==> src/dtc_pkg.sv <==
// Constants shared by the dual timer and external interrupt control block.
// Assumes a single core clock and an APB master with 32-bit data.
// Functional notes
// - Run bit 4 of the control register starts and stops timer zero.
// - Interrupt one flag sets on selected edge/level; vectoring clears edge mode; level tracks pin.
// - Interrupt one type bit 2 selects falling edge when set, low level when clear.
// - Interrupt zero flag bit 1 sets on selected edge/level; same clearing as interrupt one.
// - Interrupt zero type bit 0 selects falling edge when set, low level when clear.
// - Mode bit 7 gates timer one by interrupt one pin high plus run bit.
// - Mode bit 3 gates timer zero by interrupt zero pin high plus run bit.
// - Mode bit 6 makes timer one count falling edges of its input pin.
// - Mode bit 2 makes timer zero count falling edges of its input pin.
// - Mode field bits 5:4 for timer one, 1:0 for timer zero.
// - Mode 00 is thirteen bits, the low byte a five-bit prescaler.
// - Mode 01 is a sixteen-bit counter without prescaling.
// - Mode 10 counts the low byte and reloads it from the high byte.
// - Timer zero mode 11 splits bytes; high byte runs under timer one run bit.
package dtc_pkg;
   // Printed offsets are indices; the byte address is four times the index.
   localparam logic [7:0] IDX_CTRL = 8'h88;
   localparam logic [7:0] IDX_MODE = 8'h89;
   localparam logic [7:0] IDX_TL0 = 8'h8A;
   localparam logic [7:0] IDX_TL1 = 8'h8B;
   localparam logic [7:0] IDX_TH0 = 8'h8C;
   localparam logic [7:0] IDX_TH1 = 8'h8D;
   localparam logic [7:0] IDX_STAT = 8'h40;
   localparam logic [7:0] IDX_CLR = 8'h41;
   localparam logic [7:0] IDX_EN = 8'h42;
   // Control register fields.
   localparam int CTRL_TYPE0 = 0;
   localparam int CTRL_FLAG0 = 1;
   localparam int CTRL_TYPE1 = 2;
   localparam int CTRL_FLAG1 = 3;
   localparam int CTRL_RUN0 = 4;
   localparam int CTRL_OVF0 = 5;
   localparam int CTRL_RUN1 = 6;
   localparam int CTRL_OVF1 = 7;
   localparam logic [7:0] CTRL_WMASK = 8'h55;
   // Mode register fields.
   localparam int MODE_GATE1 = 7;
   localparam int MODE_SRC1 = 6;
   localparam int MODE_M1_HI = 5;
   localparam int MODE_M1_LO = 4;
   localparam int MODE_GATE0 = 3;
   localparam int MODE_SRC0 = 2;
   localparam int MODE_M0_HI = 1;
   localparam int MODE_M0_LO = 0;
   localparam logic [1:0] MODE_13BIT = 2'h0;
   localparam logic [1:0] MODE_16BIT = 2'h1;
   localparam logic [1:0] MODE_RELOAD = 2'h2;
   localparam logic [1:0] MODE_SPLIT = 2'h3;
   // Status bits: timer zero overflow, timer one overflow, interrupt zero, interrupt one.
   localparam int STAT_OVF0 = 0;
   localparam int STAT_OVF1 = 1;
   localparam int STAT_EXT0 = 2;
   localparam int STAT_EXT1 = 3;
   localparam int STAT_W = 4;
   // Pin vector positions.
   localparam int PIN_EXT_IRQ_PIN_ZERO = 0;
   localparam int PIN_EXT_IRQ_PIN_ONE = 1;
   localparam int PIN_CNT0 = 2;
   localparam int PIN_CNT1 = 3;
   // Values after reset.
   localparam logic [7:0] RST_BYTE = 8'h00;
   localparam logic [3:0] RST_STAT = 4'h0;
   localparam logic [3:0] RST_PINS = 4'hF;
   localparam logic [31:0] RST_WORD = 32'h0000_0000;
   localparam logic [4:0] PRESCALE_TOP = 5'h1F;
endpackage

==> src/dtc_top.sv <==
// Dual timer/counter with external interrupt detection behind an APB slave.
// Assumes pins are asynchronous to mclk and the acknowledges come from logic on mclk.
//
// The APB register port was chosen for this implementation.
`timescale 1ns/1ps
module dtc_top (
   input wire logic mclk,
   input wire logic rst_n,
   input wire logic psel,
   input wire logic penable,
   input wire logic pwrite,
   input wire logic [11:0] paddr,
   input wire logic [31:0] pwdata,
   output logic [31:0] prdata,
   output logic pready,
   output logic pslverr,
   input wire logic ext_irq_pin_zero,
   input wire logic ext_irq_pin_one,
   input wire logic count_input_zero,
   input wire logic count_input_one,
   input wire logic irq_ack_zero,
   input wire logic irq_ack_one,
   output logic ext_irq_zero_flag,
   output logic ext_irq_one_flag,
   output logic ovf_pulse_zero,
   output logic ovf_pulse_one,
   output logic irq
);
   function automatic logic [11:0] addr_of(input logic [7:0] idx);
      addr_of = {2'b00, idx, 2'b00};
   endfunction

   function automatic logic cnt_en(input logic run, input logic gate, input logic pin,
                                   input logic src, input logic fall);
      cnt_en = run & (~gate | pin) & (~src | fall);
   endfunction

   // Returns {overflow, high byte, low byte} after one step in the given mode.
   function automatic logic [16:0] step(input logic [1:0] m, input logic [7:0] tl,
                                        input logic [7:0] th, input logic inc);
      logic [15:0] w;
      w = {th, tl};
      step = {1'b0, th, tl};
      if (inc) begin
         case (m)
            dtc_pkg::MODE_13BIT: begin
               if (tl[4:0] == dtc_pkg::PRESCALE_TOP) begin
                  step = {th == 8'hFF, th + 8'h01, tl[7:5], 5'h00};
               end else begin
                  step = {1'b0, th, tl[7:5], tl[4:0] + 5'h01};
               end
            end
            dtc_pkg::MODE_16BIT: begin
               step = {w == 16'hFFFF, w + 16'h0001};
            end
            dtc_pkg::MODE_RELOAD: begin
               if (tl == 8'hFF) begin
                  step = {1'b1, th, th};
               end else begin
                  step = {1'b0, th, tl + 8'h01};
               end
            end
            default: begin
               step = {tl == 8'hFF, th, tl + 8'h01};
            end
         endcase
      end
   endfunction

   logic [3:0] pin_s1_reg;
   logic [3:0] pin_s2_reg;
   logic [3:0] pin_d_reg;
   logic [7:0] ctrl_reg;
   logic [7:0] mode_reg;
   logic [7:0] tl0_reg;
   logic [7:0] th0_reg;
   logic [7:0] tl1_reg;
   logic [7:0] th1_reg;
   logic [3:0] stat_reg;
   logic [3:0] en_reg;
   logic flag0_reg;
   logic flag1_reg;
   logic ovf0_reg;
   logic ovf1_reg;
   logic irq_reg;
   logic [31:0] prdata_reg;
   logic pready_reg;
   logic pslverr_reg;

   // The first stage feeds only the second; edges are taken from the second stage.
   wire [3:0] pin_raw = {count_input_one, count_input_zero, ext_irq_pin_one, ext_irq_pin_zero};
   wire [3:0] fall = pin_d_reg & ~pin_s2_reg;

   wire setup = psel & ~penable;
   wire acc = psel & penable & pready_reg;
   wire wr = acc & pwrite;
   wire hit_ctrl = paddr == addr_of(dtc_pkg::IDX_CTRL);
   wire hit_mode = paddr == addr_of(dtc_pkg::IDX_MODE);
   wire hit_tl0 = paddr == addr_of(dtc_pkg::IDX_TL0);
   wire hit_th0 = paddr == addr_of(dtc_pkg::IDX_TH0);
   wire hit_tl1 = paddr == addr_of(dtc_pkg::IDX_TL1);
   wire hit_th1 = paddr == addr_of(dtc_pkg::IDX_TH1);
   wire hit_stat = paddr == addr_of(dtc_pkg::IDX_STAT);
   wire hit_clr = paddr == addr_of(dtc_pkg::IDX_CLR);
   wire hit_en = paddr == addr_of(dtc_pkg::IDX_EN);
   wire mapped = hit_ctrl | hit_mode | hit_tl0 | hit_th0 | hit_tl1 | hit_th1 | hit_stat | hit_clr | hit_en;
   wire wr_ctrl = wr & hit_ctrl;
   wire wr_mode = wr & hit_mode;
   wire wr_tl0 = wr & hit_tl0;
   wire wr_th0 = wr & hit_th0;
   wire wr_tl1 = wr & hit_tl1;
   wire wr_th1 = wr & hit_th1;
   wire wr_clr = wr & hit_clr;
   wire wr_en = wr & hit_en;

   wire run0 = ctrl_reg[dtc_pkg::CTRL_RUN0];
   wire run1 = ctrl_reg[dtc_pkg::CTRL_RUN1];
   wire type0 = ctrl_reg[dtc_pkg::CTRL_TYPE0];
   wire type1 = ctrl_reg[dtc_pkg::CTRL_TYPE1];
   wire [1:0] m0 = mode_reg[dtc_pkg::MODE_M0_HI:dtc_pkg::MODE_M0_LO];
   wire [1:0] m1 = mode_reg[dtc_pkg::MODE_M1_HI:dtc_pkg::MODE_M1_LO];
   wire split0 = m0 == dtc_pkg::MODE_SPLIT;

   wire en0 = cnt_en(run0, mode_reg[dtc_pkg::MODE_GATE0], pin_s2_reg[dtc_pkg::PIN_EXT_IRQ_PIN_ZERO],
                     mode_reg[dtc_pkg::MODE_SRC0], fall[dtc_pkg::PIN_CNT0]);
   wire en1_raw = cnt_en(run1, mode_reg[dtc_pkg::MODE_GATE1], pin_s2_reg[dtc_pkg::PIN_EXT_IRQ_PIN_ONE],
                         mode_reg[dtc_pkg::MODE_SRC1], fall[dtc_pkg::PIN_CNT1]);
   wire en1 = en1_raw & (m1 != dtc_pkg::MODE_SPLIT);

   wire [16:0] t0_step = step(m0, tl0_reg, th0_reg, en0);
   wire [16:0] t1_step = step(m1, tl1_reg, th1_reg, en1);
   // In split mode the high byte of timer zero is a plain timer run by the timer one run bit.
   wire th0_split_ovf = split0 & run1 & (th0_reg == 8'hFF);
   wire [7:0] th0_split = run1 ? th0_reg + 8'h01 : th0_reg;

   // Timer one overflow is not flagged while timer zero is split, since its flag is borrowed.
   wire ovf0_evt = t0_step[16];
   wire ovf1_evt = split0 ? th0_split_ovf : t1_step[16];

   wire [7:0] tl0_next = wr_tl0 ? pwdata[7:0] : t0_step[7:0];
   wire [7:0] th0_next = wr_th0 ? pwdata[7:0] : (split0 ? th0_split : t0_step[15:8]);
   wire [7:0] tl1_next = wr_tl1 ? pwdata[7:0] : t1_step[7:0];
   wire [7:0] th1_next = wr_th1 ? pwdata[7:0] : t1_step[15:8];

   wire [3:0] clr_mask = wr_clr ? pwdata[3:0] : 4'h0;
   wire ext0_evt = type0 ? fall[dtc_pkg::PIN_EXT_IRQ_PIN_ZERO] : ~pin_s2_reg[dtc_pkg::PIN_EXT_IRQ_PIN_ZERO];
   wire ext1_evt = type1 ? fall[dtc_pkg::PIN_EXT_IRQ_PIN_ONE] : ~pin_s2_reg[dtc_pkg::PIN_EXT_IRQ_PIN_ONE];
   wire [3:0] evt = {ext1_evt, ext0_evt, ovf1_evt, ovf0_evt};
   // A new event beats a clear in the same cycle.
   wire [3:0] stat_next = (stat_reg & ~clr_mask) | evt;
   wire [3:0] en_next = wr_en ? pwdata[3:0] : en_reg;

   // Edge mode: set wins over the vectoring acknowledge; level mode: follow the inverted pin.
   wire flag0_next = type0 ? (fall[dtc_pkg::PIN_EXT_IRQ_PIN_ZERO] | (flag0_reg & ~irq_ack_zero))
                           : ~pin_s2_reg[dtc_pkg::PIN_EXT_IRQ_PIN_ZERO];
   wire flag1_next = type1 ? (fall[dtc_pkg::PIN_EXT_IRQ_PIN_ONE] | (flag1_reg & ~irq_ack_one))
                           : ~pin_s2_reg[dtc_pkg::PIN_EXT_IRQ_PIN_ONE];

   wire [7:0] ctrl_rd = {stat_reg[dtc_pkg::STAT_OVF1], run1, stat_reg[dtc_pkg::STAT_OVF0], run0,
                         flag1_reg, type1, flag0_reg, type0};
   wire [7:0] rd_byte = hit_ctrl ? ctrl_rd :
                        hit_mode ? mode_reg :
                        hit_tl0 ? tl0_reg :
                        hit_th0 ? th0_reg :
                        hit_tl1 ? tl1_reg :
                        hit_th1 ? th1_reg :
                        hit_stat ? {4'h0, stat_reg} :
                        hit_en ? {4'h0, en_reg} : dtc_pkg::RST_BYTE;
   wire [7:0] ctrl_next = wr_ctrl ? (pwdata[7:0] & dtc_pkg::CTRL_WMASK) : ctrl_reg;

   always_ff @(posedge mclk) begin
      if (!rst_n) begin
         pin_s1_reg <= dtc_pkg::RST_PINS;
         pin_s2_reg <= dtc_pkg::RST_PINS;
         pin_d_reg <= dtc_pkg::RST_PINS;
      end else begin
         pin_s1_reg <= pin_raw;
         pin_s2_reg <= pin_s1_reg;
         pin_d_reg <= pin_s2_reg;
      end
   end

   always_ff @(posedge mclk) begin
      if (!rst_n) begin
         ctrl_reg <= dtc_pkg::RST_BYTE;
         mode_reg <= dtc_pkg::RST_BYTE;
      end else begin
         ctrl_reg <= ctrl_next;
         mode_reg <= wr_mode ? pwdata[7:0] : mode_reg;
      end
   end

   always_ff @(posedge mclk) begin
      if (!rst_n) begin
         tl0_reg <= dtc_pkg::RST_BYTE;
         th0_reg <= dtc_pkg::RST_BYTE;
         tl1_reg <= dtc_pkg::RST_BYTE;
         th1_reg <= dtc_pkg::RST_BYTE;
      end else begin
         tl0_reg <= tl0_next;
         th0_reg <= th0_next;
         tl1_reg <= tl1_next;
         th1_reg <= th1_next;
      end
   end

   always_ff @(posedge mclk) begin
      if (!rst_n) begin
         stat_reg <= dtc_pkg::RST_STAT;
         en_reg <= dtc_pkg::RST_STAT;
         irq_reg <= 1'b0;
         flag0_reg <= 1'b0;
         flag1_reg <= 1'b0;
         ovf0_reg <= 1'b0;
         ovf1_reg <= 1'b0;
      end else begin
         stat_reg <= stat_next;
         en_reg <= en_next;
         irq_reg <= |(stat_next & en_next);
         flag0_reg <= flag0_next;
         flag1_reg <= flag1_next;
         ovf0_reg <= ovf0_evt;
         ovf1_reg <= ovf1_evt;
      end
   end

   // The answer is registered in the setup cycle so that every bus output comes from a flip-flop; this costs no wait state.
   always_ff @(posedge mclk) begin
      if (!rst_n) begin
         prdata_reg <= dtc_pkg::RST_WORD;
         pready_reg <= 1'b0;
         pslverr_reg <= 1'b0;
      end else begin
         prdata_reg <= setup ? {24'h000000, rd_byte} : prdata_reg;
         pready_reg <= setup;
         pslverr_reg <= setup & ~mapped;
      end
   end

   assign prdata = prdata_reg;
   assign pready = pready_reg;
   assign pslverr = pslverr_reg;
   assign irq = irq_reg;
   assign ext_irq_zero_flag = flag0_reg;
   assign ext_irq_one_flag = flag1_reg;
   assign ovf_pulse_zero = ovf0_reg;
   assign ovf_pulse_one = ovf1_reg;

   wire [15:0] cnt0 = {th0_reg, tl0_reg};
   wire [15:0] cnt1 = {th1_reg, tl1_reg};
   wire wr_t0 = wr_tl0 | wr_th0;
   wire wr_t1 = wr_tl1 | wr_th1;
endmodule

==> config.mk <==
export PLATFORM = sky130hd
export DESIGN_NAME = dtc_top
export DESIGN_NICKNAME = d
export VERILOG_FILES = /design/src/dtc_pkg.sv /design/src/dtc_top.sv
export SDC_FILE = /design/constraint.sdc
export NUM_CORES = 1
export LEC_CHECK = 0
export ABC_AREA = 1
export BUFFER_PORTS_ARGS = -buffer_cell sky130_fd_sc_hd__buf_2
export CAP_MARGIN = 20
export CORE_ASPECT_RATIO = 1.25
export CORE_MARGIN = 1.5
export CORE_UTILIZATION = 50
export DETAILED_ROUTE_END_ITERATION = 8
export GPL_TIMING_DRIVEN = 0
export PLACE_DENSITY = 0.73
export SETUP_SLACK_MARGIN = 0.3
export SYNTH_ARGS = -nofsm -noshare
export SYNTH_HDL_FRONTEND = slang
export SYNTH_SLANG_ARGS = --single-unit
==> constraint.sdc <==
create_clock -name mclk -period 2.21 [get_ports mclk]
set_input_delay 0.1105 -clock mclk [delete_from_list [all_inputs] [get_ports mclk]]
set_output_delay 0.1105 -clock mclk [all_outputs]
set_load 0.1 [all_outputs]
# Word-level counts from Yosys, hierarchy flattened
# Cells that the tools add are included.
[totals]
reg_bits = 79
input_bits = 55
[op_classes]
addsub = 8
eq_ne = 30
mux = 29
n_bitwise = 52
n_reduce_logical = 13
[op_table]
columns = ["cell", "n"]
rows = [
  ["2-to-1 mux 17 bit", 6],
  ["case mux 17 bit (3 select lines)", 2],
  ["2-to-1 mux 8 bit", 12],
  ["equality test 12 x 10 -> 1 bit, second input constant", 6],
  ["equality test 12 x 9 -> 1 bit, second input constant", 3],
  ["adder 16 x 1 -> 16 bit, second input constant", 2],
  ["adder 8 x 1 -> 8 bit, second input constant", 4],
  ["equality test 16 bit, second input constant", 2],
  ["equality test 8 bit, second input constant", 4],
  ["AND 1 bit", 22],
  ["2-to-1 mux 4 bit", 4],
  ["bitwise OR 1 bit", 14],
  ["AND 4 bit", 3],
  ["adder 5 x 1 -> 5 bit, second input constant", 2],
  ["equality test 5 bit, second input constant", 2],
  ["NOT 1 bit", 10],
  ["inequality test 3 bit, second input constant", 3],
  ["inequality test 2 bit, second input constant", 4],
  ["NOT 4 bit", 2],
  ["equality test 2 bit, second input constant", 3],
  ["nonzero test 2 bit", 3],
  ["nonzero test 3 bit", 2],
  ["2-to-1 mux 1 bit", 5],
  ["AND reduction 5 bit", 1],
  ["8 further kinds", 11],
]

# Logic depth before layout (Yosys ltp)
# Gate-level depths: netlist of the first run.
[depth]
ltp_word = 11
mapped_depth = 14
mapped_depth_nobuf = 13

# Least setup slack after synthesis of the first run
# No wires, ideal clock.
[synth_timing]
kind = "register -> register"
from = "register pready_reg, in the netlist pready"
to = "register tl1_reg[5]"
arrival_time_ps = 2107
required_ps = 2082
path_slack_ps = -25
stages_incl_launch_ff = 11
n_path_buf = 1
period_less_slack_ps = 2235
path_cell_list = "dfxtp_1 > nand4_2 > inv_2 > buf_4 > nand4_1 > nand2_1 > nand2_1 > nand2_1 > o21ai_0 > a21oi_1 > nor2_1"
[synth_via]
elab_chain_len = 5
elab_cells_between_ends = 7
classes_between = "1 x eq/ne; 1 x mux; 3 x bitwise; 2 x reduce/logical"
[synth_lines]
columns = ["item", "line", "source"]
rows = [
  ["from (decl)", "dtc_top.sv:87", "logic pready_reg;"],
  ["from (signal assigned)", "dtc_top.sv:235", "pready_reg <= setup;"],
  ["AND 1 bit *", "dtc_top.sv:95", "wire acc = psel & penable & pready_reg;"],
  ["AND 1 bit *", "dtc_top.sv:96", "wire wr = acc & pwrite;"],
  ["AND 1 bit *", "dtc_top.sv:111", "wire wr_tl1 = wr & hit_tl1;"],
  ["inequality test 2 bit (no source line) / nonzero test 2 bit (equally long branches)", "--", ""],
  ["AND reduction 2 bit (no source line)", "--", ""],
  ["to (signal assigned)", "dtc_top.sv:197", "tl1_reg <= dtc_pkg::RST_BYTE;"],
  ["to (signal assigned)", "dtc_top.sv:202", "tl1_reg <= tl1_next;"],
  ["to (decl)", "dtc_top.sv:77", "logic [7:0] tl1_reg;"],
]
# Every way passes the cells marked *; elsewhere a longest branch is shown, timed or not.
# A chain may end at the register's enable or synchronous reset.

# Worst setup path after layout of the first run
[layout_timing]
from = "register tl0_reg[1]"
to = "register th0_reg[2]"
[layout_via]
elab_chain_len = 5
elab_cells_between_ends = 8
classes_between = "1 x add/sub; 2 x eq/ne; 4 x mux; 1 x reduce/logical"
[layout_lines]
columns = ["item", "line", "source"]
rows = [
  ["from (decl)", "dtc_top.sv:75", "logic [7:0] tl0_reg;"],
  ["from (signal assigned)", "dtc_top.sv:195", "tl0_reg <= dtc_pkg::RST_BYTE;"],
  ["from (signal assigned)", "dtc_top.sv:200", "tl0_reg <= tl0_next;"],
  ["adder 16 x 1 -> 16 bit", "dtc_top.sv:54", "step = {w == 16'hFFFF, w + 16'h0001};"],
  ["case mux 17 bit (3 select lines)", "dtc_top.sv:45", "case (m)"],
  ["2-to-1 mux 17 bit", "dtc_top.sv:44", "if (inc) begin"],
  ["2-to-1 mux 8 bit (2 in series)", "dtc_top.sv:141", "wire [7:0] th0_next = wr_th0 ? pwdata[7:0] : (split0 ? th0_split : t0_step[15:8]);"],
  ["to (signal assigned)", "dtc_top.sv:196", "th0_reg <= dtc_pkg::RST_BYTE;"],
  ["to (signal assigned)", "dtc_top.sv:201", "th0_reg <= th0_next;"],
  ["to (decl)", "dtc_top.sv:76", "logic [7:0] th0_reg;"],
]
# Parallel ways exist; a longest one is shown, timed or not. The select of a mux whose other input is x is not followed.

==> summary.txt, run 1 <==
Cells and area
  – Util after Layout: 62.6%
  – Synth-to-layout area growth: 22.1%
  – Diode count: 0
  – Share of layout cells above drive strength 1: 23.8%
  – Number of filler cells placed in the layout: 964
  – Final net count: 955

Clocking
  – Worst-path clk slew: 0.07 ns
  – CTS tree: done
  – # H-tree levels: 3
  – Clk root buf: clkbuf_16
  – # clock sinks: 79
  – CTS Buffer Depth: 2
  – Cts bufs inserted: 9
  – Worst-skew pair later-pin latency: 0.34 ns

Synth
  – Post-Synth Adder-Cell Area: 1.45%
  – Most common cell in the netlist: nand2_1
  – Yosys top cell area share: 30.5%
  – Post-synthesis compound-gate area fraction: 21.3%
  – Synth Area in Simple Gates: 32.1%
  – Post-synthesis cell count: 792
  – Cell variety after synth: 45
  – Register area share after synthesis: 30.5%
  – Post-synthesis mux area share: 0%
  – Synth cell count leaders: nand2_1, inv_1, nor2_1
  – Syn avg cell area: 6.54 um^2
  – Synth Area in XOR/XNOR: 1.86%
  – Number of synthesized flops with an enable pin: 0
  – Largest family of logic cells by synthesized area: simple AND/OR/NAND/NOR gates
  – Most used DFF post-synth: dfxtp_1
  – Cell accounting for the most synthesized area: dfxtp_1
  – Seq cells post-synth: 79
  – Cell Area, Synth: 0.00518 mm^2
  – Synth Warn #: 0
  – Main area contributors after synthesis: dfxtp_1, nand2_1, o21ai_0
  – Post-synthesis async set-or-reset flop share: 0%

Hold path
  – Hold Path End: ext_irq_zero_flag$_SDFF_PN0_
  – Hold path depth: 4
  – Hold Startpoint: irq_ack_zero
  – Hold WC Path Type: in -> reg

Global routing
  – GRT Resource Usage Total: 33.0%
  – Vias in the first global route: 5347
  – Largest net degree at the start of global routing: 16
  – Initial antenna violation count: 0
  – First-pass GRT wire length: 27200 um
  – Total gr overflow: 0

Detailed routing
  – Post-DRT Antenna Nets: 0
  – Via count: 5876
  – 1st-iter DRT viols: 434
  – Drt pass-1 iters: 5
  – Vias/cell: 5.72
  – DRC Markers: 0
  – Wire per inst: 17.5 um
  – WL final: 18000 um

Critical path
  – CP max stage delay: 0.35 ns
  – CP startpoint kind: register
  – Worst r2r path cells: 13
  – Crit. End Element: register
  – RR Startpoint: tl0_reg[1]$_SDFFE_PN0P_
  – Worst path slowest cell: dfxtp_4
  – Worst path required time: 2.43 ns
  – Register-to-Register Setup Slack: 0.35 ns
  – Crit Path Class: reg -> reg
  – CP cell instances: ha_4, nand2_4, nor2_4, ha_4, o21ai_2, inv_1, nand2_1, o21ai_2, inv_1, nand2_2, clkbuf_4, o21ai_0, a21oi_1
  – Crit-path max FO: 5
  – Worst R2R End: th0_reg[2]$_SDFFE_PN0P_
  – Worst path arrival time: 2.08 ns

Floorplan
  – I/O Pins: 94
  – Chip height: 117 um
  – FP Rows: 41
  – DIE AREA: 0.0110 mm^2
  – Die X-Extent: 94.0 um
  – CORE AREA: 0.0101 mm^2
  – Initial core utilization: 51.2%

Timing
  – Fin crit share: 84.0%
  – RSZ-0062 raised after global routing: true
  – Clock Skews: 0.0112 ns
  – Setup slack after layout: 0.354 ns
  – Slew @ Worst Pin: 0.677 ns
  – Final Setup Violations: 0
  – Final hold vios: 0
  – Achievable Freq: 0.539 GHz
  – Final Max Tran Viols: 0
  – Period minus WS final: 1.86 ns
  – Rel. slew slack: 54.8%

Placement
  – Port bufs: 45
  – Place WS: -0.0359 ns
  – Post-DP HPWL: 13300 um
  – RD Place Congestion: 0.994

Run
  – Max Cap Viol: 0

Pwr
  – Lkg Pwr: 2.75 nW
  – Power Dens Cells: 530 mW/mm^2
  – Maximum vdd drop: 352 uV

Status
  – Outcome: finished, final reports clean
==> what timing repair did <==
| action | 4_1_cts | 5_1_grt |
|---|---|---|
| hold buffers | 4 | 0 |
| endpoints found under the hold margin | 4 | 0 |
| resized for setup | 22 | 42 |
| endpoints found under the setup margin | 28 | 25 |
| pin swaps | 4 | 15 |
| cloned | 1 | 1 |
| setup buffers | 5 | 12 |
==> cells in the final DEF (no fill, tap or decap), types with 3 or more instances in the layout <==
master / n
a21oi_1: 67
a31oi_1: 9
buf_2: 48
buf_4: 43
clkbuf_1: 8
clkbuf_16: 9
clkinv_4: 3
conb_1: 24
dfxtp_1: 66
dfxtp_2: 9
dfxtp_4: 4
dlygate4sd3_1: 4
ha_4: 4
inv_1: 90
inv_2: 13
nand2_1: 141
nand2_2: 16
nand2_4: 4
nand3_1: 38
nand3_2: 7
nand4_1: 15
nor2_1: 82
nor2_2: 11
nor2_4: 8
nor3_1: 6
nor3_2: 3
o211ai_1: 6
o21ai_0: 66
o21ai_1: 13
o221ai_1: 3
o22ai_1: 24
or2_2: 10
xor2_1: 9
==> metal layers <==
layer / routed length (um) / vias up / track usage [%]
li1: - / 2797 / -
met4: 1020 / 0 / 18.7
met1: 6700 / 2733 / 36.9
met2: 9070 / 276 / 59.4
met5: 0 / - / 0
met3: 1180 / 70 / 5.17
==> worst max-delay path: cells and delay by family, from the launching register on <==
family	cells	cell delay, ns
fa+ha+maj	2	0.34
flops	1	0.35
simple gates	4	0.32
compound gates	4	0.41
buf+inv	3	0.32
==> through the flow <==
stage | hold WS [ns] | setup TNS, ns | cell area [um^2] | cells | power, W
6_report | 0.0391 | 0 | 6320 | 1028 | 0.00335
5_1_grt | 0.0575 | 0 | 6320 | 1028 | 0.00343
4_1_cts | 0.0334 | 0 | 6090 | 1015 | 0.00336
3_5_place_dp | 0.298 | -0.0703 | 5650 | 989 | 0.00192
3_3_place_gp | 0.295 | -0.0437 | 5650 | 989 | 0.00191
2_1_floorplan | 0.217 | 0 | 5270 | 815 | 0.00183
==> layout make-up <==
cell class	instances	area, um^2	share of cell area (%)
inverter	103	387	6.11
tap	129	161	2.55
buffer	41	272	4.29
sequential	79	1610	25.4
clock inverter	6	51.3	0.811
multi-input combinational	593	3210	50.7
timing repair buffer	67	400	6.33
clock buffer	10	239	3.78
==> power by group <==
part | total, W | internal (W) | switching [W]
Combinational | 0.000444 | 0.0000858 | 0.000359
Clock | 0.00146 | 0.000806 | 0.000653
Sequential | 0.00145 | 0.00144 | 0.00000905
==> cell families (layout without fill, tap and decap cells) <==
group / Yosys count / after routing
AND/OR/NAND/NOR: 350 / 351
XOR/XNOR: 11 / 11
AO/OA/AOI/OAI: 201 / 201
adder cells (fa/ha/maj): 6 / 6
buffers and inverters: 144 / 227
flip-flops: 79 / 79
other: 1 / 24
==> how the worst max path moves through the flow <==
stage | from | to | slack [ns] | cells past startpoint
2_1_floorplan | pready$_SDFF_PN0_ | tl1_reg[5]$_SDFFE_PN0P_ | 0.32 | 10
6_report | tl0_reg[1]$_SDFFE_PN0P_ | th0_reg[2]$_SDFFE_PN0P_ | 0.35 | 13
3_5_place_dp | tl0_reg[0]$_SDFFE_PN0P_ | th0_reg[4]$_SDFFE_PN0P_ | -0.04 | 14
5_1_grt | tl0_reg[1]$_SDFFE_PN0P_ | th0_reg[1]$_SDFFE_PN0P_ | 0.26 | 13
4_1_cts | tl1_reg[1]$_SDFFE_PN0P_ | irq$_SDFF_PN0_ | 0.30 | 12
3_3_place_gp | tl1_reg[0]$_SDFFE_PN0P_ | irq$_SDFF_PN0_ | -0.03 | 12
Power figures use the tool's default switching activity.
==> run 2, diff against run 1 <==
- clock period: 2.21 -> 1.9 ns (I/O delays scaled with it)
==> run 2 against run 1 <==
Effect of this change: critical path depth unchanged; register-to-register slack worse by 0.26 ns; via count increased by 3.2%; final cell count grew 2.8%; critical path type unchanged.
==> summary.txt, run 2 (synthesis gave the netlist of run 1 again) <==
Floorplan
  – DIE AREA: 0.0110 mm^2
  – Chip height: 117 um
  – Initial core utilization: 51.2%
  – Die X-Extent: 94.0 um
  – CORE AREA: 0.0101 mm^2
  – FP Rows: 41
  – I/O Pins: 94

Global routing
  – Largest net degree at the start of global routing: 15
  – GRT Resource Usage Total: 34.0%
  – Total gr overflow: 0
  – Vias in the first global route: 5542
  – First-pass GRT wire length: 28100 um
  – Initial antenna violation count: 0

Critical path
  – Worst path slowest cell: dfxtp_4
  – CP max stage delay: 0.35 ns
  – Buf/Inv on CP: 4
  – Register-to-Register Setup Slack: 0.09 ns
  – CP startpoint kind: register
  – Worst path arrival time: 2.04 ns
  – Largest delay share family, worst path: compound AO/OA/AOI/OAI gates
  – Worst R2R End: th0_reg[1]$_SDFFE_PN0P_
  – Worst r2r path cells: 13
  – Worst path required time: 2.13 ns
  – Crit. End Element: register
  – RR Startpoint: tl0_reg[1]$_SDFFE_PN0P_
  – Crit-path max FO: 5
  – CP cell instances: ha_4, nand2_4, nor2_4, ha_4, o21ai_4, inv_2, nand2_2, o21ai_2, inv_1, nand2_2, buf_6, o211ai_1, inv_1
  – Crit Path Class: reg -> reg

Clocking
  – Clk root buf: clkbuf_16
  – # clock sinks: 79
  – Worst-skew pair later-pin latency: 0.34 ns
  – Cts bufs inserted: 9
  – Worst-path clk slew: 0.06 ns
  – CTS Buffer Depth: 2
  – CTS tree: done
  – # H-tree levels: 3

Cells and area
  – Multi-input logic area: 0.00347 mm^2
  – Final Non-Filler Cells: 1057
  – Commonest non-fill, non-tap cell in the layout: nand2_1
  – Share of layout cells above drive strength 1: 32.0%
  – Most frequent cells in the layout: nand2_1, inv_1, nor2_1, buf_4, dfxtp_1
  – Design Area, Final: 0.00690 mm^2
  – Synth-to-layout area growth: 33.2%
  – Diode count: 0
  – Number of filler cells placed in the layout: 897
  – Register area: 0.00163 mm^2
  – Final net count: 984

Pwr
  – Lkg Pwr: 2.98 nW
  – Maximum vdd drop: 440 uV
  – Total Power: 0.00410 W
  – Power Dens Cells: 595 mW/mm^2

Timing
  – Clock Skews: 0.00699 ns
  – Fin crit share: 95.2%
  – Rel. slew slack: 52.1%
  – Final hold vios: 0
  – Achievable Freq: 0.553 GHz
  – Final Max Tran Viols: 0
  – RSZ-0062 raised after global routing: true
  – Final Setup Violations: 0
  – Period minus WS final: 1.81 ns
  – Slew @ Worst Pin: 0.719 ns

Detailed routing
  – DRC Markers: 0
  – 1st-iter DRT viols: 570
  – Top Metal Used: met4
  – Post-DRT Antenna Nets: 0
  – WL final: 19000 um
  – Wire per inst: 18.0 um
  – Routed met3 length: 1400 um
  – Met2 WL post-DR: 9640 um
  – WL met1: 6830 um
  – Vias/cell: 5.74
  – Drt pass-1 iters: 6
  – Via count: 6063

Placement
  – RD Place Congestion: 0.977
  – Placed insts: 989
  – Post-DP HPWL: 13300 um
  – Port bufs: 45
  – Post-DP Area: 0.00575 mm^2

Hold path
  – Hold Startpoint: irq_ack_zero
  – Hold WC Path Type: in -> reg
  – Hold path depth: 4
  – Hold Path End: ext_irq_zero_flag$_SDFF_PN0_

Status
  – Outcome: finished, final reports clean

Run
  – Max Cap Viol: 0
-- run 2: power by group --
part	switching, W	internal (W)
clock network	0.000741	0.00116
registers	0.0000106	0.00166
logic	0.000423	0.000101
total	0.00118	0.00293
-- run 2: what timing repair did --
item | in CTS | in global routing
gates resized for setup | 80 | 54
buffers inserted | 32 | 13
hold buffers | 4 | 0
pin swaps | 32 | 29
gates cloned | 3 | 0
setup endpoints to repair | 37 | 37
endpoints found under the hold margin | 4 | 0
-- run 2: per-layer routing --
layer	up-vias	GRT usage [%]
li1	2864	-
met1	2802	38.0
met3	85	4.52
met5	-	0
met4	0	22.3
met2	312	60.5
-- run 2: stage by stage --
stage	setup TNS, ns	setup slack (ns)	utilization (%)	hold WS, ns
finish	0	0.0921	68.3	0.0190
global route	-0.0131	-0.0131	68.3	0.0347
CTS	0	0.117	65.4	0.0156
detailed placement	-0.245	-0.0841	56.9	0.284
global placement	-0.158	-0.0707	56.9	0.281
floorplan	0	0.204	-	0.202
-- run 2: worst reg2reg max path: stages (launching register included) --
cell and delay, ns:
dfxtp_4 0.35, ha_4 0.17, nand2_4 0.10, nor2_4 0.04, ha_4 0.18, o21ai_4 0.14
inv_2 0.06, nand2_2 0.09, o21ai_2 0.06, inv_1 0.07, nand2_2 0.08, buf_6 0.14
o211ai_1 0.17, inv_1 0.05
-- run 2: worst max-delay path by stage --
stage	from	to	slack, ns	depth (start not counted)
after floorplan	tl0_reg[1]$_SDFFE_PN0P_	th0_reg[4]$_SDFFE_PN0P_	0.20	14
after global placement	th0_reg[0]$_SDFFE_PN0P_	irq$_SDFF_PN0_	-0.07	13
after detailed placement	th0_reg[0]$_SDFFE_PN0P_	irq$_SDFF_PN0_	-0.08	13
after CTS	tl0_reg[1]$_SDFFE_PN0P_	th0_reg[3]$_SDFFE_PN0P_	0.12	13
after global routing	tl0_reg[1]$_SDFFE_PN0P_	th0_reg[1]$_SDFFE_PN0P_	-0.01	13
final	tl0_reg[1]$_SDFFE_PN0P_	th0_reg[1]$_SDFFE_PN0P_	0.09	13
-- run 2: layout make-up --
type / instances / area share (%)
multi-input cells: 593 / 50.4
clock inverters: 6 / 1.32
well taps: 129 / 2.34
plain buffers: 41 / 4.12
repair buffers: 96 / 9.34
clock buffers: 10 / 3.32
inverters: 103 / 5.60
flip-flops and latches: 79 / 23.6
